<file path="src/design/sad_pkg.sv">
/*
  constants, field layouts, target codes and helper functions of the system address decoder.
  assumes a 32-bit byte address from every bus master and one clock for all logic.
*/
package sad_pkg;

  // target codes, index into the one-hot select vector
  localparam int SAD_N_TGT = 15;
  localparam logic [3:0] TGT_DEFAULT = 4'h0;
  localparam logic [3:0] TGT_TRACE = 4'h1;
  localparam logic [3:0] TGT_ROMTAB = 4'h2;
  localparam logic [3:0] TGT_SCIO = 4'h3;
  localparam logic [3:0] TGT_SRAM = 4'h4;
  localparam logic [3:0] TGT_QUAD_A = 4'h5;
  localparam logic [3:0] TGT_RADIO = 4'h9;
  localparam logic [3:0] TGT_TMR_FIRST = 4'ha;
  localparam logic [3:0] TGT_TMR_SECOND = 4'hb;
  localparam logic [3:0] TGT_APB_OTHER = 4'hc;
  localparam logic [3:0] TGT_AHB_OTHER = 4'hd;
  localparam logic [3:0] TGT_RSVD_ZERO = 4'he;

  // system and debug region bounds
  localparam logic [31:0] TRACE_LO = 32'hf000_2000;
  localparam logic [31:0] TRACE_HI = 32'hf000_2fff;
  localparam logic [31:0] ROMTAB_LO = 32'hf000_0000;
  localparam logic [31:0] ROMTAB_HI = 32'hf000_0fff;
  localparam logic [31:0] SCIO_LO = 32'h5c00_0000;
  localparam logic [31:0] SCIO_HI = 32'h5c00_0403;
  localparam logic [31:0] SCIO_SPAN_LO = 32'h5800_0000;
  localparam logic [31:0] SCIO_SPAN_HI = 32'h5fff_ffff;
  localparam logic [31:0] SRAM_LO = 32'h2000_0000;
  localparam logic [31:0] SRAM_HI = 32'h2000_ffff;

  // peripheral window and named slots
  localparam logic [31:0] PERI_LO = 32'h4000_0000;
  localparam logic [31:0] PERI_HI = 32'h4fff_ffff;
  localparam logic [31:0] APB_HI = 32'h4014_ffff;
  localparam logic [31:0] AHB_LO = 32'h4015_0000;
  localparam logic [31:0] RADIO_LO = 32'h4014_0800;
  localparam logic [31:0] RADIO_HI = 32'h4014_0817;
  localparam logic [31:0] RADIO_GAP_LO = 32'h4014_0818;
  localparam logic [31:0] TMR1_LO = 32'h4004_1800;
  localparam logic [31:0] TMR1_HI = 32'h4004_18af;
  localparam logic [31:0] TMR1_GAP_LO = 32'h4004_18b0;
  localparam logic [31:0] TMR2_LO = 32'h4004_1c00;
  localparam logic [31:0] TMR2_HI = 32'h4004_1caf;
  localparam logic [31:0] TMR2_GAP_LO = 32'h4004_1cb0;
  localparam logic [31:0] TMR2_GAP_HI = 32'h4004_1fff;
  localparam logic [31:0] DMAC_LO = 32'h4015_0000;
  localparam logic [31:0] DMAC_HI = 32'h4015_03ff;
  localparam logic [31:0] FDMA_LO = 32'h4016_0000;
  localparam logic [31:0] FDMA_HI = 32'h4016_001f;
  localparam logic [31:0] CRYPT_LO = 32'h4017_0000;
  localparam logic [31:0] CRYPT_HI = 32'h4017_009b;

  // flash windows; a pair spans 256 KB, a quadrant 128 KB
  localparam logic [31:0] PAIR0_LO = 32'h1000_0000;
  localparam logic [31:0] PAIR1_LO = 32'h1400_0000;
  localparam logic [31:0] MIRROR0_LO = 32'h1800_0000;
  localparam logic [31:0] MIRROR1_LO = 32'h1c00_0000;
  localparam logic [31:0] PAIR_SPAN_HI = 32'h0003_ffff;
  localparam logic [31:0] REMAP_HI = 32'h0007_ffff;
  localparam logic [18:0] SEC_SEG_LO = 19'h7_e800;
  localparam logic [18:0] SEC_SEG_HI = 19'h7_e9ff;
  localparam logic [18:0] BOOT_A_LIN = 19'h3_e800;
  localparam logic [18:0] BOOT_B_LIN = 19'h7_ea00;
  localparam logic [18:0] BOOT_A_LEN = 19'h0_1800;
  localparam logic [18:0] BOOT_WIN_LEN = 19'h0_2e00;

  // register map and remap control fields
  localparam logic [3:0] REG_REMAP_CTRL = 4'h0;
  localparam logic [3:0] REG_STATUS = 4'h4;
  localparam int F_REMAP_LSB = 0;
  localparam int F_REMAP_EN = 4;
  localparam int F_TWO_BANK = 8;
  localparam int F_BANK_SEL = 9;
  localparam int F_CASCADE = 12;
  localparam logic [3:0] REMAP_RESET = 4'h0;
  localparam logic REMAP_EN_RESET = 1'b0;
  localparam logic TWO_BANK_RESET = 1'b0;
  localparam logic [1:0] RESP_OKAY = 2'b00;
  localparam logic [1:0] RESP_SLVERR = 2'b10;
  localparam int STRAP_SETTLE = 2;

  // strap capture waits for the pin synchroniser to fill
  typedef enum logic [1:0] {
    STRAP_WAIT0 = 2'b00,
    STRAP_WAIT1 = 2'b01,
    STRAP_WAIT2 = 2'b10,
    STRAP_HELD = 2'b11
  } sad_strap_t;

  // front decode result before flash quadrant resolution
  typedef struct packed {
    logic [3:0] tgt;
    logic [31:0] off;
    logic is_flash;
    logic [18:0] lin;
    logic boot_view;
  } sad_dec_t;

  function automatic logic sad_in(input logic [31:0] a, input logic [31:0] lo,
                                  input logic [31:0] hi);
    sad_in = (a >= lo) && (a <= hi);
  endfunction : sad_in

endpackage : sad_pkg

</file>
<file path="src/design/sad_flash_map.sv">
/*
  flash quadrant resolver: turns a linear 512 KB flash offset, or a boot-view offset,
  into a quadrant number and an offset inside it. purely combinational.
  assumes the caller already decided the access belongs to flash.
*/
`timescale 1ns/1ps
module sad_flash_map
  import sad_pkg::*;
(
  // request
  input wire logic [18:0] lin,
  input wire logic boot_view,
  // result
  output logic [1:0] quad,
  output logic [16:0] quad_off,
  output logic sec_seg,
  output logic boot_seg
);

  logic [18:0] eff;

  // boot view packs the two boot segments back to back from zero
  always_comb begin
    eff = lin;
    boot_seg = 1'b0;
    if (boot_view && (lin < BOOT_A_LEN)) begin
      eff = BOOT_A_LIN + lin;
      boot_seg = 1'b1;
    end else if (boot_view && (lin < BOOT_WIN_LEN)) begin
      eff = BOOT_B_LIN + (lin - BOOT_A_LEN);
      boot_seg = 1'b1;
    end
  end

  // bit 18 picks the pair, bit 17 the quadrant inside it
  assign quad = eff[18:17];
  assign quad_off = eff[16:0];
  assign sec_seg = (eff >= SEC_SEG_LO) && (eff <= SEC_SEG_HI);

endmodule : sad_flash_map

</file>
<file path="src/design/sad_decoder.sv">
/*
  system address decoder top: registered target select for bus master requests,
  remap and bank control registers behind an axi4-lite slave, boot strap capture.
  assumes requests arrive on core_clk; boot_mode_pin is asynchronous, security_enable
  comes from flash controller logic on the same clock.
*/
// The address map and register access over AXI4-Lite are this design's own decisions.
`timescale 1ns/1ps
module sad_decoder
  import sad_pkg::*;
#(
  parameter int AXI_ADDR_W = 32
) (
  // clock, reset, enable
  input wire logic core_clk,
  input wire logic rst_n,
  input wire logic ce,
  // straps and status from outside
  input wire logic boot_mode_pin,
  input wire logic security_enable,
  // address request from a bus master
  input wire logic req_valid,
  input wire logic [31:0] req_addr,
  input wire logic req_write,
  input wire logic req_fetch,
  // decode result, one cycle later
  output logic rsp_valid,
  output logic [SAD_N_TGT-1:0] rsp_sel,
  output logic [31:0] rsp_off,
  output logic rsp_error,
  output logic rsp_zero,
  output logic rsp_sec_seg,
  output logic rsp_boot_seg,
  // timer cascade control
  output logic cascade_join,
  // axi4-lite write address
  input wire logic s_axi_awvalid,
  output logic s_axi_awready,
  input wire logic [AXI_ADDR_W-1:0] s_axi_awaddr,
  // axi4-lite write data
  input wire logic s_axi_wvalid,
  output logic s_axi_wready,
  input wire logic [31:0] s_axi_wdata,
  input wire logic [3:0] s_axi_wstrb,
  // axi4-lite write response
  output logic s_axi_bvalid,
  input wire logic s_axi_bready,
  output logic [1:0] s_axi_bresp,
  // axi4-lite read address
  input wire logic s_axi_arvalid,
  output logic s_axi_arready,
  input wire logic [AXI_ADDR_W-1:0] s_axi_araddr,
  // axi4-lite read data
  output logic s_axi_rvalid,
  input wire logic s_axi_rready,
  output logic [31:0] s_axi_rdata,
  output logic [1:0] s_axi_rresp
);

  if (AXI_ADDR_W < 4) begin : g_bad_width
    $error("sad_decoder: AXI_ADDR_W must be at least 4");
  end

  typedef struct packed {
    // pin synchroniser and strap
    logic sync1;
    logic sync2;
    sad_strap_t strap;
    logic boot_latched;
    // remap control register
    logic [3:0] remap;
    logic remap_en;
    logic two_bank;
    logic bank_sel;
    logic cascade;
    // axi write side
    logic aw_held;
    logic [3:0] aw_addr;
    logic w_held;
    logic [31:0] w_data;
    logic [3:0] w_strb;
    logic bvalid;
    logic [1:0] bresp;
    // axi read side
    logic rvalid;
    logic [31:0] rdata;
    logic [1:0] rresp;
    // decode result
    logic rsp_valid;
    logic [SAD_N_TGT-1:0] rsp_sel;
    logic [31:0] rsp_off;
    logic rsp_error;
    logic rsp_zero;
    logic rsp_sec_seg;
    logic rsp_boot_seg;
  } sad_state_t;

  sad_state_t st;
  sad_state_t next_st;
  sad_dec_t dec;
  logic [1:0] fl_quad;
  logic [16:0] fl_off;
  logic fl_sec;
  logic fl_boot;

  // reset image; only the control fields carry non-trivial meaning
  function automatic sad_state_t sad_reset_state();
    sad_state_t s;
    s = '0;
    s.strap = STRAP_WAIT0;
    s.remap = REMAP_RESET;
    s.remap_en = REMAP_EN_RESET;
    s.two_bank = TWO_BANK_RESET;
    s.bresp = RESP_OKAY;
    s.rresp = RESP_OKAY;
    return s;
  endfunction : sad_reset_state

  // plain target with offset from region base
  function automatic sad_dec_t sad_hit(input logic [3:0] t, input logic [31:0] a,
                                       input logic [31:0] lo);
    sad_dec_t d;
    d = '0;
    d.tgt = t;
    d.off = a - lo;
    return d;
  endfunction : sad_hit

  // flash access by linear offset
  function automatic sad_dec_t sad_flash(input logic [18:0] lin, input logic bv);
    sad_dec_t d;
    d = '0;
    d.tgt = TGT_QUAD_A;
    d.is_flash = 1'b1;
    d.lin = lin;
    d.boot_view = bv;
    return d;
  endfunction : sad_flash

  // peripheral window: named slots, reserved gaps, bridge for the rest of the APB range, error elsewhere
  function automatic sad_dec_t sad_peri(input logic [31:0] a);
    sad_dec_t d;
    d = sad_hit(TGT_DEFAULT, a, PERI_LO);
    if (sad_in(a, RADIO_LO, RADIO_HI)) begin
      d = sad_hit(TGT_RADIO, a, RADIO_LO);
    end else if (sad_in(a, RADIO_GAP_LO, APB_HI)) begin
      d = sad_hit(TGT_RSVD_ZERO, a, RADIO_GAP_LO);
    end else if (sad_in(a, TMR1_LO, TMR1_HI)) begin
      d = sad_hit(TGT_TMR_FIRST, a, TMR1_LO);
    end else if (sad_in(a, TMR1_GAP_LO, TMR2_LO - 32'h0000_0001)) begin
      d = sad_hit(TGT_RSVD_ZERO, a, TMR1_GAP_LO);
    end else if (sad_in(a, TMR2_LO, TMR2_HI)) begin
      d = sad_hit(TGT_TMR_SECOND, a, TMR2_LO);
    end else if (sad_in(a, TMR2_GAP_LO, TMR2_GAP_HI)) begin
      d = sad_hit(TGT_RSVD_ZERO, a, TMR2_GAP_LO);
    end else if (sad_in(a, PERI_LO, APB_HI)) begin
      d = sad_hit(TGT_APB_OTHER, a, PERI_LO);
    end else if (sad_in(a, DMAC_LO, DMAC_HI) || sad_in(a, FDMA_LO, FDMA_HI) ||
                 sad_in(a, CRYPT_LO, CRYPT_HI)) begin
      d = sad_hit(TGT_AHB_OTHER, a, AHB_LO);
    end
    return d;
  endfunction : sad_peri

  // remap window at zero; unlisted remap codes are reserved and refused
  function automatic sad_dec_t sad_remap(input logic [31:0] a, input sad_state_t s);
    sad_dec_t d;
    d = sad_hit(TGT_DEFAULT, a, 32'h0000_0000);
    if (!s.remap_en) begin
      d = sad_flash(a[18:0], s.boot_latched);
    end else if (s.remap == 4'h0) begin
      d = sad_flash(a[18:0], 1'b0);
    end else if (s.remap[0]) begin
      if (a <= (SRAM_HI - SRAM_LO)) begin
        d = sad_hit(TGT_SRAM, a, 32'h0000_0000);
      end
    end else if (s.remap[2:0] == 3'b100) begin
      d = sad_flash(a[18:0], 1'b1);
    end
    return d;
  endfunction : sad_remap

  // whole front decode; first match wins so only one target is named
  function automatic sad_dec_t sad_front(input logic [31:0] a, input logic wr,
                                         input logic fetch, input sad_state_t s,
                                         input logic secure);
    sad_dec_t d;
    d = sad_hit(TGT_DEFAULT, a, 32'h0000_0000);
    if (sad_in(a, TRACE_LO, TRACE_HI)) begin
      d = sad_hit(secure ? TGT_DEFAULT : TGT_TRACE, a, TRACE_LO);
    end else if (sad_in(a, ROMTAB_LO, ROMTAB_HI)) begin
      d = sad_hit(secure ? TGT_DEFAULT : TGT_ROMTAB, a, ROMTAB_LO);
    end else if (sad_in(a, SCIO_LO, SCIO_HI)) begin
      d = sad_hit(TGT_SCIO, a, SCIO_LO);
    end else if (sad_in(a, SCIO_SPAN_LO, SCIO_SPAN_HI)) begin
      d = sad_hit(TGT_RSVD_ZERO, a, SCIO_SPAN_LO);
    end else if (sad_in(a, PERI_LO, PERI_HI)) begin
      d = sad_peri(a);
    end else if (sad_in(a, SRAM_LO, SRAM_HI)) begin
      d = sad_hit(TGT_SRAM, a, SRAM_LO);
    end else if (a <= REMAP_HI) begin
      d = sad_remap(a, s);
    end else if (sad_in(a, PAIR0_LO, PAIR0_LO + PAIR_SPAN_HI)) begin
      // two-bank: both controllers overlap here, software picks which one
      d = sad_flash({s.two_bank & s.bank_sel, a[17:0]}, 1'b0);
    end else if (sad_in(a, PAIR1_LO, PAIR1_LO + PAIR_SPAN_HI)) begin
      if (!s.two_bank) begin
        d = sad_flash({1'b1, a[17:0]}, 1'b0);
      end
    end else if (sad_in(a, MIRROR0_LO, MIRROR0_LO + PAIR_SPAN_HI)) begin
      if (!wr && !fetch) begin
        d = sad_flash({1'b0, a[17:0]}, 1'b0);
      end
    end else if (sad_in(a, MIRROR1_LO, MIRROR1_LO + PAIR_SPAN_HI)) begin
      if (!wr && !fetch) begin
        d = sad_flash({1'b1, a[17:0]}, 1'b0);
      end
    end
    return d;
  endfunction : sad_front

  assign dec = sad_front(req_addr, req_write, req_fetch, st, security_enable);

  sad_flash_map u_flash_map (
    .lin(dec.lin),
    .boot_view(dec.boot_view),
    .quad(fl_quad),
    .quad_off(fl_off),
    .sec_seg(fl_sec),
    .boot_seg(fl_boot)
  );

  // bus handshakes; held low in reset and while frozen so nothing slips through
  assign s_axi_awready = ce & rst_n & ~st.aw_held & ~st.bvalid;
  assign s_axi_wready = ce & rst_n & ~st.w_held & ~st.bvalid;
  assign s_axi_arready = ce & rst_n & ~st.rvalid;

  // next-state logic for every piece of state
  always_comb begin
    logic aw_ok;
    logic w_ok;
    logic [3:0] waddr;
    logic [31:0] wdata;
    logic [3:0] wstrb;
    logic [3:0] raddr;
    logic [3:0] t;
    aw_ok = 1'b0;
    w_ok = 1'b0;
    waddr = 4'h0;
    wdata = 32'h0000_0000;
    wstrb = 4'h0;
    raddr = 4'h0;
    t = 4'h0;
    next_st = st;

    // pin passes two flops; strap latched once the second holds a real sample
    next_st.sync1 = boot_mode_pin;
    next_st.sync2 = st.sync1;
    case (st.strap)
      STRAP_WAIT0: next_st.strap = STRAP_WAIT1;
      STRAP_WAIT1: next_st.strap = STRAP_WAIT2;
      STRAP_WAIT2: begin
        next_st.strap = STRAP_HELD;
        next_st.boot_latched = st.sync2;
      end
      STRAP_HELD: next_st.strap = STRAP_HELD;
      default: next_st.strap = STRAP_WAIT0;
    endcase

    // write channel capture, either order
    if (s_axi_awvalid && s_axi_awready) begin
      next_st.aw_held = 1'b1;
      next_st.aw_addr = s_axi_awaddr[3:0];
    end
    if (s_axi_wvalid && s_axi_wready) begin
      next_st.w_held = 1'b1;
      next_st.w_data = s_axi_wdata;
      next_st.w_strb = s_axi_wstrb;
    end
    aw_ok = st.aw_held | (s_axi_awvalid & s_axi_awready);
    w_ok = st.w_held | (s_axi_wvalid & s_axi_wready);
    waddr = st.aw_held ? st.aw_addr : s_axi_awaddr[3:0];
    wdata = st.w_held ? st.w_data : s_axi_wdata;
    wstrb = st.w_held ? st.w_strb : s_axi_wstrb;

    // register write once both halves are in
    if (aw_ok && w_ok) begin
      next_st.aw_held = 1'b0;
      next_st.w_held = 1'b0;
      next_st.bvalid = 1'b1;
      next_st.bresp = RESP_OKAY;
      if (waddr == REG_REMAP_CTRL) begin
        if (wstrb[0]) begin
          next_st.remap = wdata[F_REMAP_LSB +: 4];
          next_st.remap_en = wdata[F_REMAP_EN];
        end
        if (wstrb[1]) begin
          next_st.two_bank = wdata[F_TWO_BANK];
          next_st.bank_sel = wdata[F_BANK_SEL];
          next_st.cascade = wdata[F_CASCADE];
        end
      end else if (waddr != REG_STATUS) begin
        next_st.bresp = RESP_SLVERR;
      end
    end
    if (st.bvalid && s_axi_bready) begin
      next_st.bvalid = 1'b0;
    end

    // register read
    raddr = s_axi_araddr[3:0];
    if (s_axi_arvalid && s_axi_arready) begin
      next_st.rvalid = 1'b1;
      next_st.rresp = RESP_OKAY;
      next_st.rdata = 32'h0000_0000;
      if (raddr == REG_REMAP_CTRL) begin
        next_st.rdata[F_REMAP_LSB +: 4] = st.remap;
        next_st.rdata[F_REMAP_EN] = st.remap_en;
        next_st.rdata[F_TWO_BANK] = st.two_bank;
        next_st.rdata[F_BANK_SEL] = st.bank_sel;
        next_st.rdata[F_CASCADE] = st.cascade;
      end else if (raddr == REG_STATUS) begin
        next_st.rdata[0] = st.boot_latched;
        next_st.rdata[1] = security_enable;
        next_st.rdata[2] = (st.strap == STRAP_HELD);
      end else begin
        next_st.rresp = RESP_SLVERR;
      end
    end else if (st.rvalid && s_axi_rready) begin
      next_st.rvalid = 1'b0;
    end

    // decode result; exactly one select bit per accepted request
    t = dec.is_flash ? (TGT_QUAD_A + {2'b00, fl_quad}) : dec.tgt;
    next_st.rsp_valid = req_valid;
    next_st.rsp_sel = '0;
    next_st.rsp_off = 32'h0000_0000;
    next_st.rsp_error = 1'b0;
    next_st.rsp_zero = 1'b0;
    next_st.rsp_sec_seg = 1'b0;
    next_st.rsp_boot_seg = 1'b0;
    if (req_valid) begin
      next_st.rsp_sel[t] = 1'b1;
      next_st.rsp_off = dec.is_flash ? {15'h0000, fl_off} : dec.off;
      next_st.rsp_error = (t == TGT_DEFAULT);
      next_st.rsp_zero = (t == TGT_RSVD_ZERO);
      next_st.rsp_sec_seg = dec.is_flash & fl_sec;
      next_st.rsp_boot_seg = dec.is_flash & fl_boot;
    end
  end

  // state register; reset returns to one-bank mode every time
  always_ff @(posedge core_clk) begin
    if (!rst_n) begin
      st <= sad_reset_state();
    end else if (ce) begin
      st <= next_st;
    end
  end

  // outputs straight from state
  assign rsp_valid = st.rsp_valid;
  assign rsp_sel = st.rsp_sel;
  assign rsp_off = st.rsp_off;
  assign rsp_error = st.rsp_error;
  assign rsp_zero = st.rsp_zero;
  assign rsp_sec_seg = st.rsp_sec_seg;
  assign rsp_boot_seg = st.rsp_boot_seg;
  assign cascade_join = st.cascade;
  assign s_axi_bvalid = st.bvalid;
  assign s_axi_bresp = st.bresp;
  assign s_axi_rvalid = st.rvalid;
  assign s_axi_rdata = st.rdata;
  assign s_axi_rresp = st.rresp;

endmodule : sad_decoder

</file>
<file path="config.mk">
export PLATFORM = sky130hd
export DESIGN_NAME = sad_decoder
export DESIGN_NICKNAME = d
export VERILOG_FILES = /design/src/design/sad_pkg.sv /design/src/design/sad_flash_map.sv /design/src/design/sad_decoder.sv
export SDC_FILE = /design/constraint.sdc
export NUM_CORES = 1
export LEC_CHECK = 0
export BUFFER_PORTS_ARGS = -buffer_cell sky130_fd_sc_hd__buf_2
export CAP_MARGIN = 0
export CELL_PAD_IN_SITES_DETAIL_PLACEMENT = 1
export CELL_PAD_IN_SITES_GLOBAL_PLACEMENT = 1
export CORE_ASPECT_RATIO = 1.75
export CORE_MARGIN = 2
export CORE_UTILIZATION = 36
export CTS_CLUSTER_DIAMETER = 80
export CTS_CLUSTER_SIZE = 40
export DETAILED_ROUTE_END_ITERATION = 10
export PLACE_DENSITY_LB_ADDON = 0.1
export RECOVER_POWER = 100
export SETUP_SLACK_MARGIN = 0.4
export SYNTH_ARGS = -nofsm -noshare
export SYNTH_HDL_FRONTEND = slang
export SYNTH_HIERARCHICAL = 1
export SYNTH_SLANG_ARGS = --single-unit
</file>
<file path="constraint.sdc">
create_clock -name core_clk -period 6.1 [get_ports core_clk]
set_input_delay 1.22 -clock core_clk [delete_from_list [all_inputs] [get_ports core_clk]]
set_output_delay 1.22 -clock core_clk [all_outputs]
set_load 0.02 [all_outputs]
</file>
==> flow_summary.toml <==
[floorplan]
design.core.area_mm2 = 0.0292
core.rowCount = 83
initial_utilization = 0.363
dieArea_mm2 = 0.0309
die_w_um = 134
die_h_um = 231
top_level_ports = 239

[timing]
tightest_slew_ps = 2630
slew_headroom = -0.755
fin_ws_ps = 343
fmaxAchievable_mhz = 174
fin_setup_tns_ps = 0
clock_skew_ps = 11.5
post-route-period-util = 0.944
final-setup-viol-count = 0
hold_violations = 0
period_minus_slack_ps = 5760
grt_setup_unrepaired = "no"
slew_viol_final = 51

[power_and_ir_drop]
swShare = 0.399
intPower_mw = 1.11
netSwitchingPower_uw = 737
powerDensity_mw_per_mm2 = 150
p_leak_nw = 4.68
clkPwrFrac = 0.309
seqPwrFrac = 0.339
comb_power_share = 0.352
peakVddDrop_mv = 0.212

[grt]
track_usage = 0.371
grt_max_degree = 51
grt_overflow_total = 0
grt_pass1_wl_um = 84500
grt_pass1_vias = 13100
antenna_found_initial = 1

[place]
portBuffers = 130
place_ws_ps = 67.8
gp_congestion = 1.04
dp_hpwl_um = 47500

[drt]
ant_nets = 0
drt_iter0_drc = 725
wl_um = 57800
drc = 0
vias_per_cell = 6.32
wire_per_inst_um = 29.0
drt_pre_antenna_iters = 5
vias = 12600

[clock_network]
insertion_delay_ps = 370
path_clk_slew_ps = 80
cts.sinks = 91
clock_path_buffers = 2
cts-root-buf = "clkbuf_16"
htreeDepth = 3
tritoncts = "yes"
cts_buffers = 9

[worst_setup_path]
required_ps = 6420
end_kind = "flip-flop"
critPathSlowestCell = "a41oi_1"
slowest_delay_ps = 490
cpMostUsedCell = "buf_4"
path_class = "in -> reg"
path_cells = "clkbuf_1 -> inv_1 -> buf_4 -> ha_1 -> a41oi_1 -> o32ai_1 -> buf_4 -> nand4b_1 -> buf_4 -> or3_4 -> nor2_1 -> buf_4 -> nand3_1 -> and2_0 -> nand2b_1 -> a31o_2 -> ha_4 -> a221o_1 -> nor3_1 -> buf_4 -> a22o_1"
path_max_fanout = 8
arrival_ps = 6070
cp-start-kind = "input port"

[synthesis]
synth_seq_area_share = 0.172
synthesis.area_mm2 = 0.0106
syn_area_per_cell_um2 = 7.23
synthXorXnorAreaFrac = 0.0207
synth_top_area_frac = 0.172
synthSimpleGateAreaFrac = 0.294
muxShareOfSynthArea = 0.0402
synth_fa_ha_area_frac = 0.0531
synth_top_area_cell = "dfxtp_1"
ys_top_cells_by_area = "dfxtp_1 17%, buf_4 6.6%, ha_1 5.3%"
synth_compound_area_frac = 0.304
synth-seq-cells = 91
synthCells = 1466
synth-edff-count = 0
ys_warn_count = 6
ys.flop_type = "dfxtp_1"
ys_types = 110
synth_top_family_by_area = "compound AO/OA/AOI/OAI gates"
async_reset_ff_frac = 0

[outcome]
status = "complete, but fails checks"
violations = "max-capacitance violations, max-slew violations"

[job]
maxCapViolCount = 1

[cells_and_area]
multi_input_area_mm2 = 0.00780
fin_nets = 1796
nFillCells = 3757
layout-drive-gt1-share = 0.200
insertedDiodeCount = 0
syn2layout_area_growth_pct = 16.1
seq_area_mm2 = 0.00182

[worst_hold_path]
min_path_type = "reg -> reg"
## metal layers
| metal | vias to the layer above | global-route usage | wire (um) |
|---|---|---|---|
| li1 | 5641 | - | - |
| met1 | 6161 | 0.360 | 19400 |
| met4 | 0 | 0.334 | 6190 |
| met5 | - | 0 | 0 |
| met2 | 542 | 0.674 | 29200 |
| met3 | 248 | 0.0492 | 2920 |
## cells in the mapped netlist (22+ instances only)
cell type / number
a21oi_1: 110
a22oi_1: 22
and2_1: 22
buf_4: 93
clkbuf_1: 65
dfxtp_1: 91
ha_1: 45
inv_1: 37
mux2i_1: 29
nand2_1: 136
nand3_1: 49
nand4_1: 34
nor2_1: 131
nor3_1: 39
nor4_1: 24
o21ai_0: 85
xnor2_1: 24
## worst paths after layout
path         slack [ps]         end  cells after the start         start
min reg2reg         460     st[130]                      2       st[130]
max                 340  rsp_sel[4]                     21  req_addr[28]
min                 460     st[130]                      2       st[130]
max reg2reg        2250     st[138]                      9       st[126]
## worst max-delay path: cells and delay by family
kind | cells | cell delay, ps
AOI/OAI and AO/OA | 5 | 1430
adders and majority gates | 2 | 510
buffers and inverters | 7 | 1450
and+or+nand+nor | 7 | 1430
## flip-flops by register name, indices dropped and copies added, names as in the netlist
signal,cells
cascade_join,1
next_st,1
rsp_boot_seg,1
rsp_error,1
rsp_off,32
rsp_sec_seg,1
rsp_sel,14
rsp_valid,1
s_axi_bresp,1
s_axi_bvalid,1
s_axi_rdata,8
s_axi_rresp,1
s_axi_rvalid,1
st,27
## metrics by stage
step	area [um2]	std cells	util	hold slack [ps]	total power [mW]
6_report	12300	1993	0.421	459	1.85
5_1_grt	12300	1993	0.421	496	1.92
4_1_cts	12400	1989	0.424	462	1.85
3_5_place_dp	12100	1973	0.414	447	1.28
3_3_place_gp	12100	1973	0.414	434	1.27
2_1_floorplan	10900	1491	-	426	1.03
## cell type report
type	instances	area share
clock inverter	7	0.00580
tap	382	0.0389
inverter	40	0.0134
clock buffer	9	0.0183
sequential	91	0.148
timing repair buffer	289	0.142
multi-input combinational	1175	0.634
## cell usage in the layout, fill, tap and decap left out, types with 8 or more instances in the layout
| master | Yosys | final |
|---|---|---|
| a211oi_1 | 17 | 16 |
| a21o_1 | 19 | 19 |
| a21oi_1 | 110 | 110 |
| a22o_1 | 21 | 21 |
| a22oi_1 | 22 | 22 |
| a311oi_1 | 8 | 8 |
| a31oi_1 | 16 | 15 |
| and2_1 | 22 | 21 |
| and3_1 | 11 | 11 |
| buf_2 | 16 | 61 |
| buf_4 | 93 | 150 |
| clkbuf_1 | 65 | 77 |
| clkbuf_16 | 0 | 9 |
| conb_1 | 1 | 26 |
| dfxtp_1 | 91 | 91 |
| ha_1 | 45 | 38 |
| inv_1 | 37 | 31 |
| mux2_2 | 12 | 11 |
| mux2i_1 | 29 | 29 |
| nand2_1 | 136 | 136 |
| nand2b_1 | 11 | 11 |
| nand3_1 | 49 | 49 |
| nand4_1 | 34 | 34 |
| nor2_1 | 131 | 125 |
| nor2b_1 | 17 | 17 |
| nor3_1 | 39 | 40 |
| nor4_1 | 24 | 22 |
| o211ai_1 | 13 | 13 |
| o21a_1 | 8 | 8 |
| o21ai_0 | 85 | 86 |
| o22ai_1 | 12 | 11 |
| o31ai_1 | 12 | 11 |
| o32ai_1 | 8 | 10 |
| or2_2 | 9 | 8 |
| or3_1 | 21 | 20 |
| or4_1 | 11 | 11 |
| xnor2_1 | 24 | 24 |
## cells by family (layout without fill, tap and decap cells)
logic type,after synthesis,count (layout)
buffers and inverters,225,345
flip-flops,91,91
adder cells (fa/ha/maj),45,45
AND/OR/NAND/NOR,583,583
XOR/XNOR,25,25
multiplexers,41,41
other,1,26
AO/OA/AOI/OAI,455,455
## power by group through the flow
| stage | combinational [mW] | clock (mW) | sequential, mW |
|---|---|---|---|
| after floorplan | 0.398 | 0 | 0.637 |
| after global placement | 0.631 | 0 | 0.640 |
| after detailed placement | 0.637 | 0 | 0.641 |
| after CTS | 0.640 | 0.587 | 0.627 |
| after global routing | 0.685 | 0.603 | 0.630 |
| final | 0.651 | 0.572 | 0.627 |
## timing repair
| action | 4_1_cts | 5_1_grt |
|---|---|---|
| endpoints found under the hold margin | 0 | 0 |
| resized for setup | 0 | 12 |
| setup buffers | 0 | 4 |
| hold buffers | 0 | 0 |
| endpoints found under the setup margin | 0 | 17 |
(Power assumes the default switching activity.)
